--- config.mk ---
export PLATFORM = sky130hd
export DESIGN_NAME = transceiver_pin_function_mux
export DESIGN_NICKNAME = d
export VERILOG_FILES = /design/src/design/pin_mux_pkg.sv /design/src/design/transceiver_pin_function_mux.sv /design/src/design/sync_watchdog.sv /design/src/design/clock_divider.sv
export SDC_FILE = /design/constraint.sdc
export NUM_CORES = 1
export LEC_CHECK = 0
export ABC_AREA = 1
export BUFFER_PORTS_ARGS = -buffer_cell sky130_fd_sc_hd__buf_4
export CORE_UTILIZATION = 50
export CTS_CLUSTER_DIAMETER = 120
export DETAILED_ROUTE_END_ITERATION = 7
export PLACE_DENSITY = 0.84
export SETUP_SLACK_MARGIN = 0.2
export SLEW_MARGIN = 0
export SYNTH_ARGS = -nofsm -noshare
export SYNTH_HDL_FRONTEND = slang
export SYNTH_SLANG_ARGS = --single-unit
--- constraint.sdc ---
create_clock -name clock -period 8.8 [get_ports clock]
set_input_delay 0.44 -clock clock [delete_from_list [all_inputs] [get_ports clock]]
set_output_delay 0.44 -clock clock [all_outputs]
set_load 0.1 [all_outputs]
--- src/design/pin_mux_pkg.sv ---
// package: register map, field layout and timing constants for the transceiver pin function mux
// Overview of operation
// - strap pins sampled at power-on reset set the control-bus target address
// - strap pin b is high impedance until software makes it a GPIO
// - strap pin b can be programmed as an auxiliary clock output
// - bit clock is input on the main node, driven output on a subordinate
// - subordinate using microphones may drive the mic clock on the bit clock pin
// - frame sync is input on the main node, output on a subordinate
// - frame sync delimits the serial data frames on transmit and receive pins
// - frame sync that stops toggling resets the bus after a delay
// - enabled serial transmit a drives outgoing serial data
// - transmit a pin disabled is GPIO, high impedance until configured
// - missing frame sync or low supply returns data and GPIO pins to high impedance
// - enabled serial transmit b drives outgoing serial data
// - transmit b pin may act as the second serial receive input
// - transmit b pin with both functions off is a GPIO
// - enabled serial receive a accepts incoming serial data
// - enabled microphone a makes receive a pin accept microphone data
// - receive a pin with serial and microphone off is a GPIO
// - during reset every pin is three-stated and every input disabled; the dedicated mic clock pin has no enable and is held low
package pin_mux_pkg;

  // register byte addresses
  localparam logic [11:0] ADDR_MODE      = 12'h000;
  localparam logic [11:0] ADDR_PINSEL    = 12'h004;
  localparam logic [11:0] ADDR_GPIO_OUT  = 12'h008;
  localparam logic [11:0] ADDR_GPIO_OE   = 12'h00C;
  localparam logic [11:0] ADDR_GPIO_IN   = 12'h010;
  localparam logic [11:0] ADDR_STATUS    = 12'h014;
  localparam logic [11:0] ADDR_CLKDIV    = 12'h018;

  // mode register fields
  localparam int MODE_SUBNODE_BIT = 0;

  // pin selection register fields
  localparam int SEL_AUXCLK_B_BIT   = 0;
  localparam int SEL_TX_A_BIT       = 1;
  localparam int SEL_TX_B_BIT       = 2;
  localparam int SEL_RX_B_ALT_BIT   = 3;
  localparam int SEL_RX_A_BIT       = 4;
  localparam int SEL_MIC_A_BIT      = 5;
  localparam int SEL_MIC_ON_BCLK_BIT = 6;

  // gpio bit positions within the gpio registers
  localparam int GPIO_2_BIT = 0;
  localparam int GPIO_3_BIT = 1;
  localparam int GPIO_4_BIT = 2;
  localparam int GPIO_5_BIT = 3;
  localparam int GPIO_COUNT = 4;

  // status register fields
  localparam int STAT_ADDR_LSB   = 0;
  localparam int STAT_SYNC_OK    = 2;
  localparam int STAT_SYNC_LOST  = 3;
  localparam int STAT_LOW_SUPPLY = 4;

  // reset values
  localparam logic [31:0] MODE_RESET   = 32'h0000_0000;
  localparam logic [31:0] PINSEL_RESET = 32'h0000_0000;
  localparam logic [15:0] CLKDIV_RESET = 16'h0004;

  // frame sync watchdog: time in microseconds, count in 100 MHz cycles
  localparam int CLOCK_MHZ        = 100;
  localparam int SYNC_TIMEOUT_US  = 100;
  localparam int SYNC_TIMEOUT_CYC = SYNC_TIMEOUT_US * CLOCK_MHZ;

endpackage : pin_mux_pkg

--- src/design/transceiver_pin_function_mux.sv ---
// module: digital pin function mux with APB registers, straps and sync watchdog
`timescale 1ns/1ps
module transceiver_pin_function_mux #(
  parameter int SYNC_TIMEOUT = pin_mux_pkg::SYNC_TIMEOUT_CYC  // frame sync loss timeout in cycles
) (
  input  wire logic        clock,             // 100 MHz system clock
  input  wire logic        reset,             // synchronous reset, active high
  input  wire logic        lowSupply,         // supply monitor flag, active high
  // apb slave
  input  wire logic        psel,              // apb select
  input  wire logic        penable,           // apb enable
  input  wire logic        pwrite,            // apb direction
  input  wire logic [11:0] paddr,             // apb byte address
  input  wire logic [31:0] pwdata,            // apb write data
  output logic      [31:0] prdata,            // apb read data
  output logic             pready,            // apb ready
  output logic             pslverr,           // apb error
  // strap a (dedicated) and strap b / gpio 2 / aux clock pin
  input  wire logic        addrStrapA,        // first address strap level
  input  wire logic        addrStrapBIn,      // addr_strap_b_gpio pin input
  output logic             addrStrapBOut,     // addr_strap_b_gpio pin output
  output logic             addrStrapBOe_n,    // addr_strap_b_gpio enable, low drives
  output logic      [1:0]  targetAddress,     // control-bus target address
  // bit clock pin
  input  wire logic        bitClockIn,        // bit clock pin input
  output logic             bitClockOut,       // bit clock pin output
  output logic             bitClockOe_n,      // bit clock enable, low drives
  input  wire logic        localBitClock,     // subordinate bit clock from core
  output logic             bitClockToCore,    // main node bit clock to core
  // frame sync pin
  input  wire logic        frameSyncIn,       // frame sync pin input
  output logic             frameSyncOut,      // frame sync pin output
  output logic             frameSyncOe_n,     // frame sync enable, low drives
  input  wire logic        localFrameSync,    // subordinate frame sync from core
  output logic             frameSyncToCore,   // main node frame sync to core
  output logic             busResetReq,       // level: frame sync lost, bus reset
  // serial_tx_a_pin
  input  wire logic        txAPinIn,          // serial_tx_a_pin input
  output logic             txAPinOut,         // serial_tx_a_pin output
  output logic             txAPinOe_n,        // serial_tx_a_pin enable, low drives
  input  wire logic        serialTxA,         // serial_tx_a data from core
  // serial_tx_b_pin
  input  wire logic        txBPinIn,          // serial_tx_b_pin input
  output logic             txBPinOut,         // serial_tx_b_pin output
  output logic             txBPinOe_n,        // serial_tx_b_pin enable, low drives
  input  wire logic        serialTxB,         // serial_tx_b data from core
  output logic             serialRxB,         // serial_rx_b data to core (relocated)
  // serial_rx_a_pin
  input  wire logic        rxAPinIn,          // serial_rx_a_pin input
  output logic             rxAPinOut,         // serial_rx_a_pin output
  output logic             rxAPinOe_n,        // serial_rx_a_pin enable, low drives
  output logic             serialRxA,         // serial_rx_a data to core
  output logic             micInputA,         // mic_input_a data to core
  output logic             micClockOut        // mic_clock_out for the dedicated pin
);

  ////////////////////////////////////////////////////////////////////////////
  // registers

  logic [31:0] mode;
  logic [31:0] pinSel;
  logic [pin_mux_pkg::GPIO_COUNT-1:0] gpioOut;
  logic [pin_mux_pkg::GPIO_COUNT-1:0] gpioOe;
  logic [15:0] clkDiv;
  logic        strapCaught;
  logic        inReset;
  logic        syncLostSticky;
  logic        lowSupplySticky;

  // apb decode
  wire apbWrite  = psel && penable && pwrite;
  wire hitMode   = (paddr == pin_mux_pkg::ADDR_MODE);
  wire hitPinSel = (paddr == pin_mux_pkg::ADDR_PINSEL);
  wire hitOut    = (paddr == pin_mux_pkg::ADDR_GPIO_OUT);
  wire hitOe     = (paddr == pin_mux_pkg::ADDR_GPIO_OE);
  wire hitIn     = (paddr == pin_mux_pkg::ADDR_GPIO_IN);
  wire hitStat   = (paddr == pin_mux_pkg::ADDR_STATUS);
  wire hitDiv    = (paddr == pin_mux_pkg::ADDR_CLKDIV);
  wire hitAny    = hitMode | hitPinSel | hitOut | hitOe | hitIn | hitStat | hitDiv;

  // role and function selects
  wire subNode    = mode[pin_mux_pkg::MODE_SUBNODE_BIT];
  wire selAuxClk  = pinSel[pin_mux_pkg::SEL_AUXCLK_B_BIT];
  wire selTxA     = pinSel[pin_mux_pkg::SEL_TX_A_BIT];
  wire selTxB     = pinSel[pin_mux_pkg::SEL_TX_B_BIT];
  wire selRxBAlt  = pinSel[pin_mux_pkg::SEL_RX_B_ALT_BIT];
  wire selRxA     = pinSel[pin_mux_pkg::SEL_RX_A_BIT];
  wire selMicA    = pinSel[pin_mux_pkg::SEL_MIC_A_BIT];
  wire selMicBclk = pinSel[pin_mux_pkg::SEL_MIC_ON_BCLK_BIT];

  // watchdog loss and supply faults
  wire syncLost;
  wire faultReset = syncLost || lowSupply;

  ////////////////////////////////////////////////////////////////////////////
  // watchdog only runs where frame sync is an input (main node)

  sync_watchdog #(
    .TIMEOUT (SYNC_TIMEOUT)
  ) u_watchdog (
    .clock    (clock),
    .reset    (reset),
    .enable   (!subNode && !inReset),
    .syncIn   (frameSyncIn),
    .syncLost (syncLost)
  );

  // one divider shared by the aux clock and the microphone clock
  wire divClock;
  wire divRun = selAuxClk || selMicA;

  clock_divider #(
    .WIDTH (16)
  ) u_divider (
    .clock  (clock),
    .reset  (reset),
    .run    (divRun),
    .half   (clkDiv),
    .clkOut (divClock)
  );

  ////////////////////////////////////////////////////////////////////////////
  // reset tracking and strap capture one edge after release

  always_ff @(posedge clock)
  begin
    if (reset)
    begin
      inReset       <= 1'b1;
      strapCaught   <= 1'b0;
      targetAddress <= 2'h0;
    end
    else
    begin
      inReset <= 1'b0;
      if (!strapCaught)
      begin
        targetAddress <= {addrStrapBIn, addrStrapA};
        strapCaught   <= 1'b1;
      end
    end
  end

  ////////////////////////////////////////////////////////////////////////////
  // software registers; faults clear pin configuration back to inputs

  always_ff @(posedge clock)
  begin
    if (reset)
    begin
      mode    <= pin_mux_pkg::MODE_RESET;
      pinSel  <= pin_mux_pkg::PINSEL_RESET;
      gpioOut <= '0;
      gpioOe  <= '0;
      clkDiv  <= pin_mux_pkg::CLKDIV_RESET;
    end
    else if (faultReset)
    begin
      pinSel <= pin_mux_pkg::PINSEL_RESET;
      gpioOe <= '0;
    end
    else if (apbWrite)
    begin
      if (hitMode)
        mode <= pwdata;
      if (hitPinSel)
        pinSel <= pwdata;
      if (hitOut)
        gpioOut <= pwdata[pin_mux_pkg::GPIO_COUNT-1:0];
      if (hitOe)
        gpioOe <= pwdata[pin_mux_pkg::GPIO_COUNT-1:0];
      if (hitDiv)
        clkDiv <= pwdata[15:0];
    end
  end

  // sticky fault flags: set wins over a write-one clear
  wire clearStat = apbWrite && hitStat;

  always_ff @(posedge clock)
  begin
    if (reset)
    begin
      syncLostSticky  <= 1'b0;
      lowSupplySticky <= 1'b0;
    end
    else
    begin
      syncLostSticky  <= syncLost ||
                         (syncLostSticky && !(clearStat && pwdata[pin_mux_pkg::STAT_SYNC_LOST]));
      lowSupplySticky <= lowSupply ||
                         (lowSupplySticky && !(clearStat && pwdata[pin_mux_pkg::STAT_LOW_SUPPLY]));
    end
  end

  ////////////////////////////////////////////////////////////////////////////
  // apb read path; one-cycle access, unmapped addresses error

  wire [pin_mux_pkg::GPIO_COUNT-1:0] gpioIn;
  wire [31:0] statusWord;

  assign statusWord = {27'h0, lowSupplySticky, syncLostSticky, !syncLost, targetAddress};

  wire [31:0] readMux =
      hitMode   ? mode :
      hitPinSel ? pinSel :
      hitOut    ? {28'h0, gpioOut} :
      hitOe     ? {28'h0, gpioOe} :
      hitIn     ? {28'h0, gpioIn} :
      hitStat   ? statusWord :
      hitDiv    ? {16'h0, clkDiv} :
                  32'h0;

  assign pready  = 1'b1;
  assign pslverr = psel && penable && !hitAny;

  always_ff @(posedge clock)
  begin
    if (reset)
      prdata <= 32'h0;
    else if (psel && !penable && !pwrite)
      prdata <= readMux;
  end

  ////////////////////////////////////////////////////////////////////////////
  // per-pin drive decisions; dedicated function beats gpio, all off in reset

  // strap b pin: aux clock, else gpio 2, else high impedance
  wire strapBDrive = !inReset && (selAuxClk || gpioOe[pin_mux_pkg::GPIO_2_BIT]);
  assign addrStrapBOut  = selAuxClk ? divClock
                                    : gpioOut[pin_mux_pkg::GPIO_2_BIT];
  assign addrStrapBOe_n = !strapBDrive;

  // bit clock: driven only on a subordinate, optionally as mic clock
  wire bitClockDrive = !inReset && subNode;
  assign bitClockOut    = (selMicBclk && selMicA) ? divClock : localBitClock;
  assign bitClockOe_n   = !bitClockDrive;
  assign bitClockToCore = (!inReset && !subNode) ? bitClockIn : 1'b0;

  // frame sync: driven on a subordinate, received on the main node
  wire frameSyncDrive = !inReset && subNode;
  assign frameSyncOut    = localFrameSync;
  assign frameSyncOe_n   = !frameSyncDrive;
  assign frameSyncToCore = (!inReset && !subNode) ? frameSyncIn : 1'b0;
  assign busResetReq     = syncLost;

  // transmit a pin: serial data, else gpio 3
  wire txADrive = !inReset && (selTxA || gpioOe[pin_mux_pkg::GPIO_3_BIT]);
  assign txAPinOut  = selTxA ? serialTxA : gpioOut[pin_mux_pkg::GPIO_3_BIT];
  assign txAPinOe_n = !txADrive;

  // transmit b pin: serial data, else relocated receive input, else gpio 4
  wire txBIsGpio = !selTxB && !selRxBAlt;
  wire txBDrive  = !inReset && (selTxB || (txBIsGpio && gpioOe[pin_mux_pkg::GPIO_4_BIT]));
  assign txBPinOut  = selTxB ? serialTxB : gpioOut[pin_mux_pkg::GPIO_4_BIT];
  assign txBPinOe_n = !txBDrive;
  assign serialRxB  = (!inReset && !selTxB && selRxBAlt) ? txBPinIn : 1'b0;

  // receive a pin: microphone beats serial receive, else gpio 5
  wire rxAIsGpio = !selRxA && !selMicA;
  wire rxADrive  = !inReset && rxAIsGpio && gpioOe[pin_mux_pkg::GPIO_5_BIT];
  assign rxAPinOut  = gpioOut[pin_mux_pkg::GPIO_5_BIT];
  assign rxAPinOe_n = !rxADrive;
  assign micInputA  = (!inReset && selMicA) ? rxAPinIn : 1'b0;
  assign serialRxA  = (!inReset && !selMicA && selRxA) ? rxAPinIn : 1'b0;

  // dedicated mic clock pin runs whenever the microphone input is on
  assign micClockOut = selMicA ? divClock : 1'b0;

  ////////////////////////////////////////////////////////////////////////////
  // gpio input readback; inputs read zero in reset or when not a gpio

  assign gpioIn[pin_mux_pkg::GPIO_2_BIT] = !inReset && !selAuxClk && addrStrapBIn;
  assign gpioIn[pin_mux_pkg::GPIO_3_BIT] = !inReset && !selTxA && txAPinIn;
  assign gpioIn[pin_mux_pkg::GPIO_4_BIT] = !inReset && txBIsGpio && txBPinIn;
  assign gpioIn[pin_mux_pkg::GPIO_5_BIT] = !inReset && rxAIsGpio && rxAPinIn;

endmodule : transceiver_pin_function_mux

--- src/design/sync_watchdog.sv ---
// module: frame sync activity watchdog that flags a stalled frame sync
`timescale 1ns/1ps
module sync_watchdog #(
  parameter int TIMEOUT = pin_mux_pkg::SYNC_TIMEOUT_CYC  // cycles without an edge before loss
) (
  input  wire logic clock,     // system clock
  input  wire logic reset,     // synchronous reset, active high
  input  wire logic enable,    // watch only while frame sync is an input
  input  wire logic syncIn,    // sampled frame sync level
  output logic      syncLost   // level: no edge seen for TIMEOUT cycles
);

  localparam int CW = $clog2(TIMEOUT + 1);

  logic          lastSync;
  logic [CW-1:0] idleCount;
  wire           syncEdge = syncIn ^ lastSync;
  wire           expired  = (idleCount == CW'(TIMEOUT));

  ////////////////////////////////////////////////////////////////////////////
  // any edge restarts the count; loss stays until the next edge
  always_ff @(posedge clock)
  begin
    if (reset || !enable)
    begin
      lastSync  <= 1'b0;
      idleCount <= '0;
      syncLost  <= 1'b0;
    end
    else
    begin
      lastSync <= syncIn;
      if (syncEdge)
      begin
        idleCount <= '0;
        syncLost  <= 1'b0;
      end
      else if (expired)
        syncLost <= 1'b1;
      else
        idleCount <= idleCount + CW'(1);
    end
  end

endmodule : sync_watchdog

--- src/design/clock_divider.sv ---
// module: programmable divider producing the auxiliary and microphone clocks
`timescale 1ns/1ps
module clock_divider #(
  parameter int WIDTH = 16  // divider counter width
) (
  input  wire logic             clock,   // system clock
  input  wire logic             reset,   // synchronous reset, active high
  input  wire logic             run,     // divider runs only while high
  input  wire logic [WIDTH-1:0] half,    // half period in clock cycles, zero treated as one
  output logic                  clkOut   // divided clock, low while stopped
);

  logic [WIDTH-1:0] count;
  wire  [WIDTH-1:0] limit = (half == '0) ? WIDTH'(1) : half;

  ////////////////////////////////////////////////////////////////////////////
  // toggle every half period; stopping parks the output low
  always_ff @(posedge clock)
  begin
    if (reset || !run)
    begin
      count  <= '0;
      clkOut <= 1'b0;
    end
    else if (count >= limit - WIDTH'(1))
    begin
      count  <= '0;
      clkOut <= ~clkOut;
    end
    else
      count <= count + WIDTH'(1);
  end

endmodule : clock_divider

Yosys cells after proc, flatten, opt, wreduce, memory -nomap -nowiden:

Index checks and enable logic that the tools add are counted.

* register bits after elaboration: 159
* bits of input ports: 61
* logic and storage cells: 129
* output and inout port bits: 55

* add/sub/neg operators: 3
* equality and inequality tests: 7
* bitwise gates (word level): 9
* multiplexer cells: 20
* $lt $le $gt $ge: 1
* reduce and logical (&&, ||, !) cells: 73

Operators with widths (number)
* two-way mux 16 bit: 6
* two-way mux 32 bit: 2
* equality test 12 x 5 -> 1 bit, second input constant: 3
* logical AND 1 bit: 33
* equality test 12 x 4 -> 1 bit, second input constant: 2
* zero test 1 bit: 21
* adder 16 x 1 -> 16 bit, second input constant: 1
* >= comparator 16 bit: 1
* zero test 16 bit: 1
* subtractor 16 x 1 -> 16 bit, second input constant: 1
* adder 14 x 1 -> 14 bit, second input constant: 1
* equality test 14 bit, second input constant: 1
* equality test 12 x 3 -> 1 bit, second input constant: 1
* zero test 12 bit: 1
* two-way mux 1 bit: 12
* logical OR 1 bit: 9
* AND reduction 3 bit: 3
* bitwise OR 1 bit: 6
* OR reduction 2 bit: 3
* AND reduction 2 bit: 2
* inverter 1 bit: 2
* bitwise XOR 1 bit: 1

Depth between registers and ports, before layout:

* depth in word-level cells: 9
* depth in mapped cells: 25
* depth with buffers taken out: 23

Modules after synthesis:

A second synthesis with hierarchy kept.

* cell total of the unflattened synthesis: 1071
* area, all modules: 7918.8 um2

By module, submodules not included
* transceiver_pin_function_mux: cells each 711, area an instance 5501.5 um2, sequential area each 2522.4 um2, times used 1
* clock_divider: cells each 222, area an instance 1531.5 um2, sequential area each 340.3 um2, times used 1
* sync_watchdog: cells each 138, area an instance 885.8 um2, sequential area each 320.3 um2, times used 1

Worst setup path after synthesis:

OpenSTA, ideal clock, no wires.

* path type: input -> output
* from: input rxAPinIn
* to: output serialRxA
* stages on the path: 2
* arrival: 3.285 ns
* buffers on the path: 0
* required time: 8.360 ns
* path slack: 5.075 ns
* cells stage by stage: inv_1 nor4_1

* cells in the longest elaborated chain, start to end: 1

Ends and longest elaborated chain
* start: declaration: RTL line transceiver_pin_function_mux.sv:49 `input wire logic rxAPinIn,`
* two-way mux 1 bit: RTL line transceiver_pin_function_mux.sv:265 `assign serialRxA = (!inReset && !selMicA && selRxA) ? rxAPinIn : 1'b0;`
* end: declaration: RTL line transceiver_pin_function_mux.sv:52 `output logic serialRxA,`

Every way passes these cells.

Final worst setup path:

* from: register clkDiv[3]
* to: register u_divider.count[8]

* cells in the longest elaborated chain, start to end: 5

Ends and longest elaborated chain
* start: declaration: RTL line transceiver_pin_function_mux.sv:64 `logic [15:0] clkDiv;`
* start signal: assignment: RTL line transceiver_pin_function_mux.sv:155 `clkDiv <= pin_mux_pkg::CLKDIV_RESET;`
* start signal: assignment: RTL line transceiver_pin_function_mux.sv:173 `clkDiv <= pwdata[15:0];`
* zero test 16 bit: RTL line clock_divider.sv:14 `wire [WIDTH-1:0] limit = (half == '0) ? WIDTH'(1) : half;`
* two-way mux 16 bit *: RTL line clock_divider.sv:14
* subtractor 16 x 1 -> 16 bit *: RTL line clock_divider.sv:25 `else if (count >= limit - WIDTH'(1))`
* >= comparator 16 bit *: RTL line clock_divider.sv:25
* OR reduction 2 bit (no line) *
* end signal: assignment: RTL line clock_divider.sv:31 `count <= count + WIDTH'(1);`
* end: declaration: RTL line clock_divider.sv:13 `logic [WIDTH-1:0] count;`

Every way passes the cells marked *; elsewhere a longest branch is shown, timed or not.
A chain may end at the register's enable or synchronous reset.

==> results.txt <==
Final Skew - 8.23 ps
ANT cells - 0
Layout Cells excl Fill - 1,294
Initial DRC count - 485
Total power - 1590 uW
Area growth syn-to-layout - 20.0%
Synth cell types - 39
Vias in the first global route - 6,663
Core Area - 14,500 sq um
Synth Warn # - 0
Crit path DAT - 4070 ps
Initial antenna violation count - 0
Slew HR - 25.3%
Seq pwr share - 45.8%
Final Setup Violations - 0
Worst-Skew Late Latency - 420 ps
Final WL - 19.7 mm
Least-Margin Pin Slew - 1120 ps
R2r setup slk - 5090 ps
Synth top area share - 42.6%
Final net count - 1,178
Mapped cell area - 7470 sq um
RSZ-0062 raised after global routing - false
Max-slew violations - 0
Placed cells - 1,262
Post-DP HPWL - 13.8 mm
Root Buffer - clkbuf_16
Worst Hold End - u_watchdog.lastSync
P per Cell Area - 177 nW/um^2
Die span in x - 124 microns
IO Port Bufs - 112
Max Cap Viol - 0
Register bit total from synthesis - 159
# rows - 44
Min-Delay Path Class - primary input to flop
Clk sinks - 159
Net Sw Frac - 25.2%
Global-route wire length before repair - 32.0 mm
Final Hold Vio Count - 0
Gr usage total - 25.4%
Routed wire per std cell - 15.2 microns
Ratio of cells with drive above 1 in the final layout - 14.7%
Setup TNS - 0 ps
Worst Reg-to-Reg Cells - 23
Residual DRC - 0
Most frequent cells in the layout - 159 x dfxtp_1, 148 x nand2_1, 135 x nor2_1, 122 x inv_1, 116 x buf_4
Worst setup EP type - flop
Hold_buf cts - 0
Final Critical Period - 3710 ps
Pint - 1190 uW
Lkg Pwr - 0.00349 uW
Final worst-path cycle share - 42.2%
Clock Path Buffers - 2
Initial core utilization - 51.4%
Post-CTS sizing - 0
Die area - 15,400 sq um
Status - finished, final reports clean
Hold_ws - 264 ps
DR vias - 7,191
Post-Synthesis Cells - 1,012
Placer Congestion - 0.923
Hold Path Origin - frameSyncIn
Top cells by area, synth - dfxtp_1 43%, nand2_1 7.4%, nor2_1 6.8%, inv_1 6.1%, a21oi_1 5.6%
FF-to-FF End - u_divider.count[8]
Worst hold path depth - 3
Syn avg cell area - 7.38 sq um
Post-CTS Setup Inserts - 0
CTS tree - built
GR peak layer - met2
Reg2reg start - clkDiv[3]
Critical Path RT - 9150 ps
Most common cell after layout, fill and taps aside - dfxtp_1
TritonCTS Buffers - 17
Startpoint Class - flop
Post-synthesis sequential area ratio - 42.6%
Global-route met2 utilization - 41.9%
I/O pins - 116
H-tree lvl count - 4
Gate power share - 7.2%
CP Max Fanout - 16
Largest net degree at the start of global routing - 71
Maximum clock rate - 0.269 GHz
Drt via density - 5.56
Crit path kind - flop to flop
Peak supply drop - 0.156 mV
Pre-antenna DRT Iters - 5
Congestion Overflow GR - 0
Sw Pwr - 401 uW
Met1 Track Usage GR - 32.7%
Area leader, netlist - dfxtp_1
Die H - 124 microns
Clk slew on worst S/H paths - 70 ps
Met3 Use GR - 5.93%
Clock power frac - 46.9%
Post-Syn Nets - 1,093
Post-route ant nets - 0
[power groups by stage]
| stage | clock, uW | sequential [uW] | combinational (uW) |
|---|---|---|---|
| finish | 746 | 729 | 115 |
| global route | 785 | 729 | 120 |
| CTS | 749 | 729 | 114 |
| detailed placement | 0 | 745 | 114 |
| global placement | 0 | 745 | 113 |
| floorplan | 0 | 775 | 40.1 |
[flip-flops by register name, summed over array words and instances, names as in the netlist]
register,flops
mode,32
pinSel,32
prdata,32
clkDiv,16
u_divider.count,16
u_watchdog.idleCount,14
gpioOe,4
gpioOut,4
targetAddress,2
inReset,1
lowSupplySticky,1
strapCaught,1
syncLostSticky,1
u_divider.clkOut,1
u_watchdog.lastSync,1
u_watchdog.syncLost,1
[stage by stage]
| step | setup slack [ps] | utilization, % | area, sq um |
|---|---|---|---|
| after detailed placement | 5140 | 57.6 | 8370 |
| after global placement | 5320 | 57.6 | 8370 |
| after CTS | 5120 | 61.7 | 8960 |
| after floorplan | 5080 | - | 7470 |
| after global routing | 4710 | 61.7 | 8960 |
| final | 5090 | 61.7 | 8960 |
[cell usage after synthesis]
cell / instances
nor4_2: 1
inv_1: 122
a211oi_1: 51
nor3_1: 18
nor3b_1: 1
buf_2: 13
a31oi_1: 2
nor2_2: 2
o221ai_1: 11
o21a_1: 1
or3b_2: 1
nand4_2: 1
buf_4: 4
or2_2: 3
nand2_1: 148
and3_1: 1
a221oi_1: 16
inv_2: 2
clkinv_2: 1
a21oi_1: 83
ha_1: 20
nor2_1: 135
xnor2_1: 8
or3_1: 1
nor2_4: 2
nand3_1: 71
dfxtp_1: 159
nor4_1: 3
clkbuf_2: 1
conb_1: 1
nand4_1: 16
nand2_2: 2
xor2_1: 16
or2_0: 1
nand3b_1: 1
o21bai_1: 4
clkbuf_1: 32
o211ai_1: 2
o21ai_0: 55
[worst max path at each step]
stage,start,endpoint,slack (ps),cells past startpoint
2_1_floorplan,rxAPinIn,serialRxA,5080,2
3_3_place_gp,clkDiv[3],u_divider.count[8],5320,23
3_5_place_dp,clkDiv[3],u_divider.count[8],5140,23
4_1_cts,clkDiv[3],u_divider.count[8],5120,23
5_1_grt,clkDiv[3],u_divider.count[8],4710,23
6_report,clkDiv[3],u_divider.count[8],5090,23
[logic make-up (layout without fill, tap and decap cells)]
group           after synthesis  after routing  share of synthesized area, %
fa+ha+maj                    20             20                          3.35
xor+xnor                     24             24                          2.81
simple gates                408            408                          23.6
flops                       159            159                          42.6
other cells                   1              1                        0.0502
compound gates              225            225                          18.4
buf+inv                     175            273                          9.24
[worst max-delay path: stages (launching register included)]
cell     delay [ps]
dfxtp_1         390
inv_1            90
nand4_1         100
nor2_1           50
nand4_1          90
nand2_1          70
inv_1           140
ha_1            210
nand3_1         160
nor2_1          180
and3_1          230
nand2_1          90
nor3_1          190
xor2_1          170
inv_1            70
ha_1            270
nand2_1          70
inv_1            40
nand3_1          80
inv_1            50
a21oi_1         200
nand3_1         120
or2_2           420
nor3_1          160
[cell type report]
class | count | area, sq um
clock buffer | 19 | 443
clock inverter | 13 | 154
fill | 1298 | 5570
inverter | 125 | 470
multi-input combinational | 678 | 3610
sequential | 159 | 3180
tap | 184 | 230
timing repair buffer | 116 | 871
[layer usage]
layer | vias to the layer above | share of wire (%)
li1 | 3564 | -
met1 | 3332 | 43
met2 | 268 | 47
met3 | 27 | 7.7
met4 | 0 | 1.7
met5 | - | 0
No activity file was read; power rests on OpenSTA's default activity.
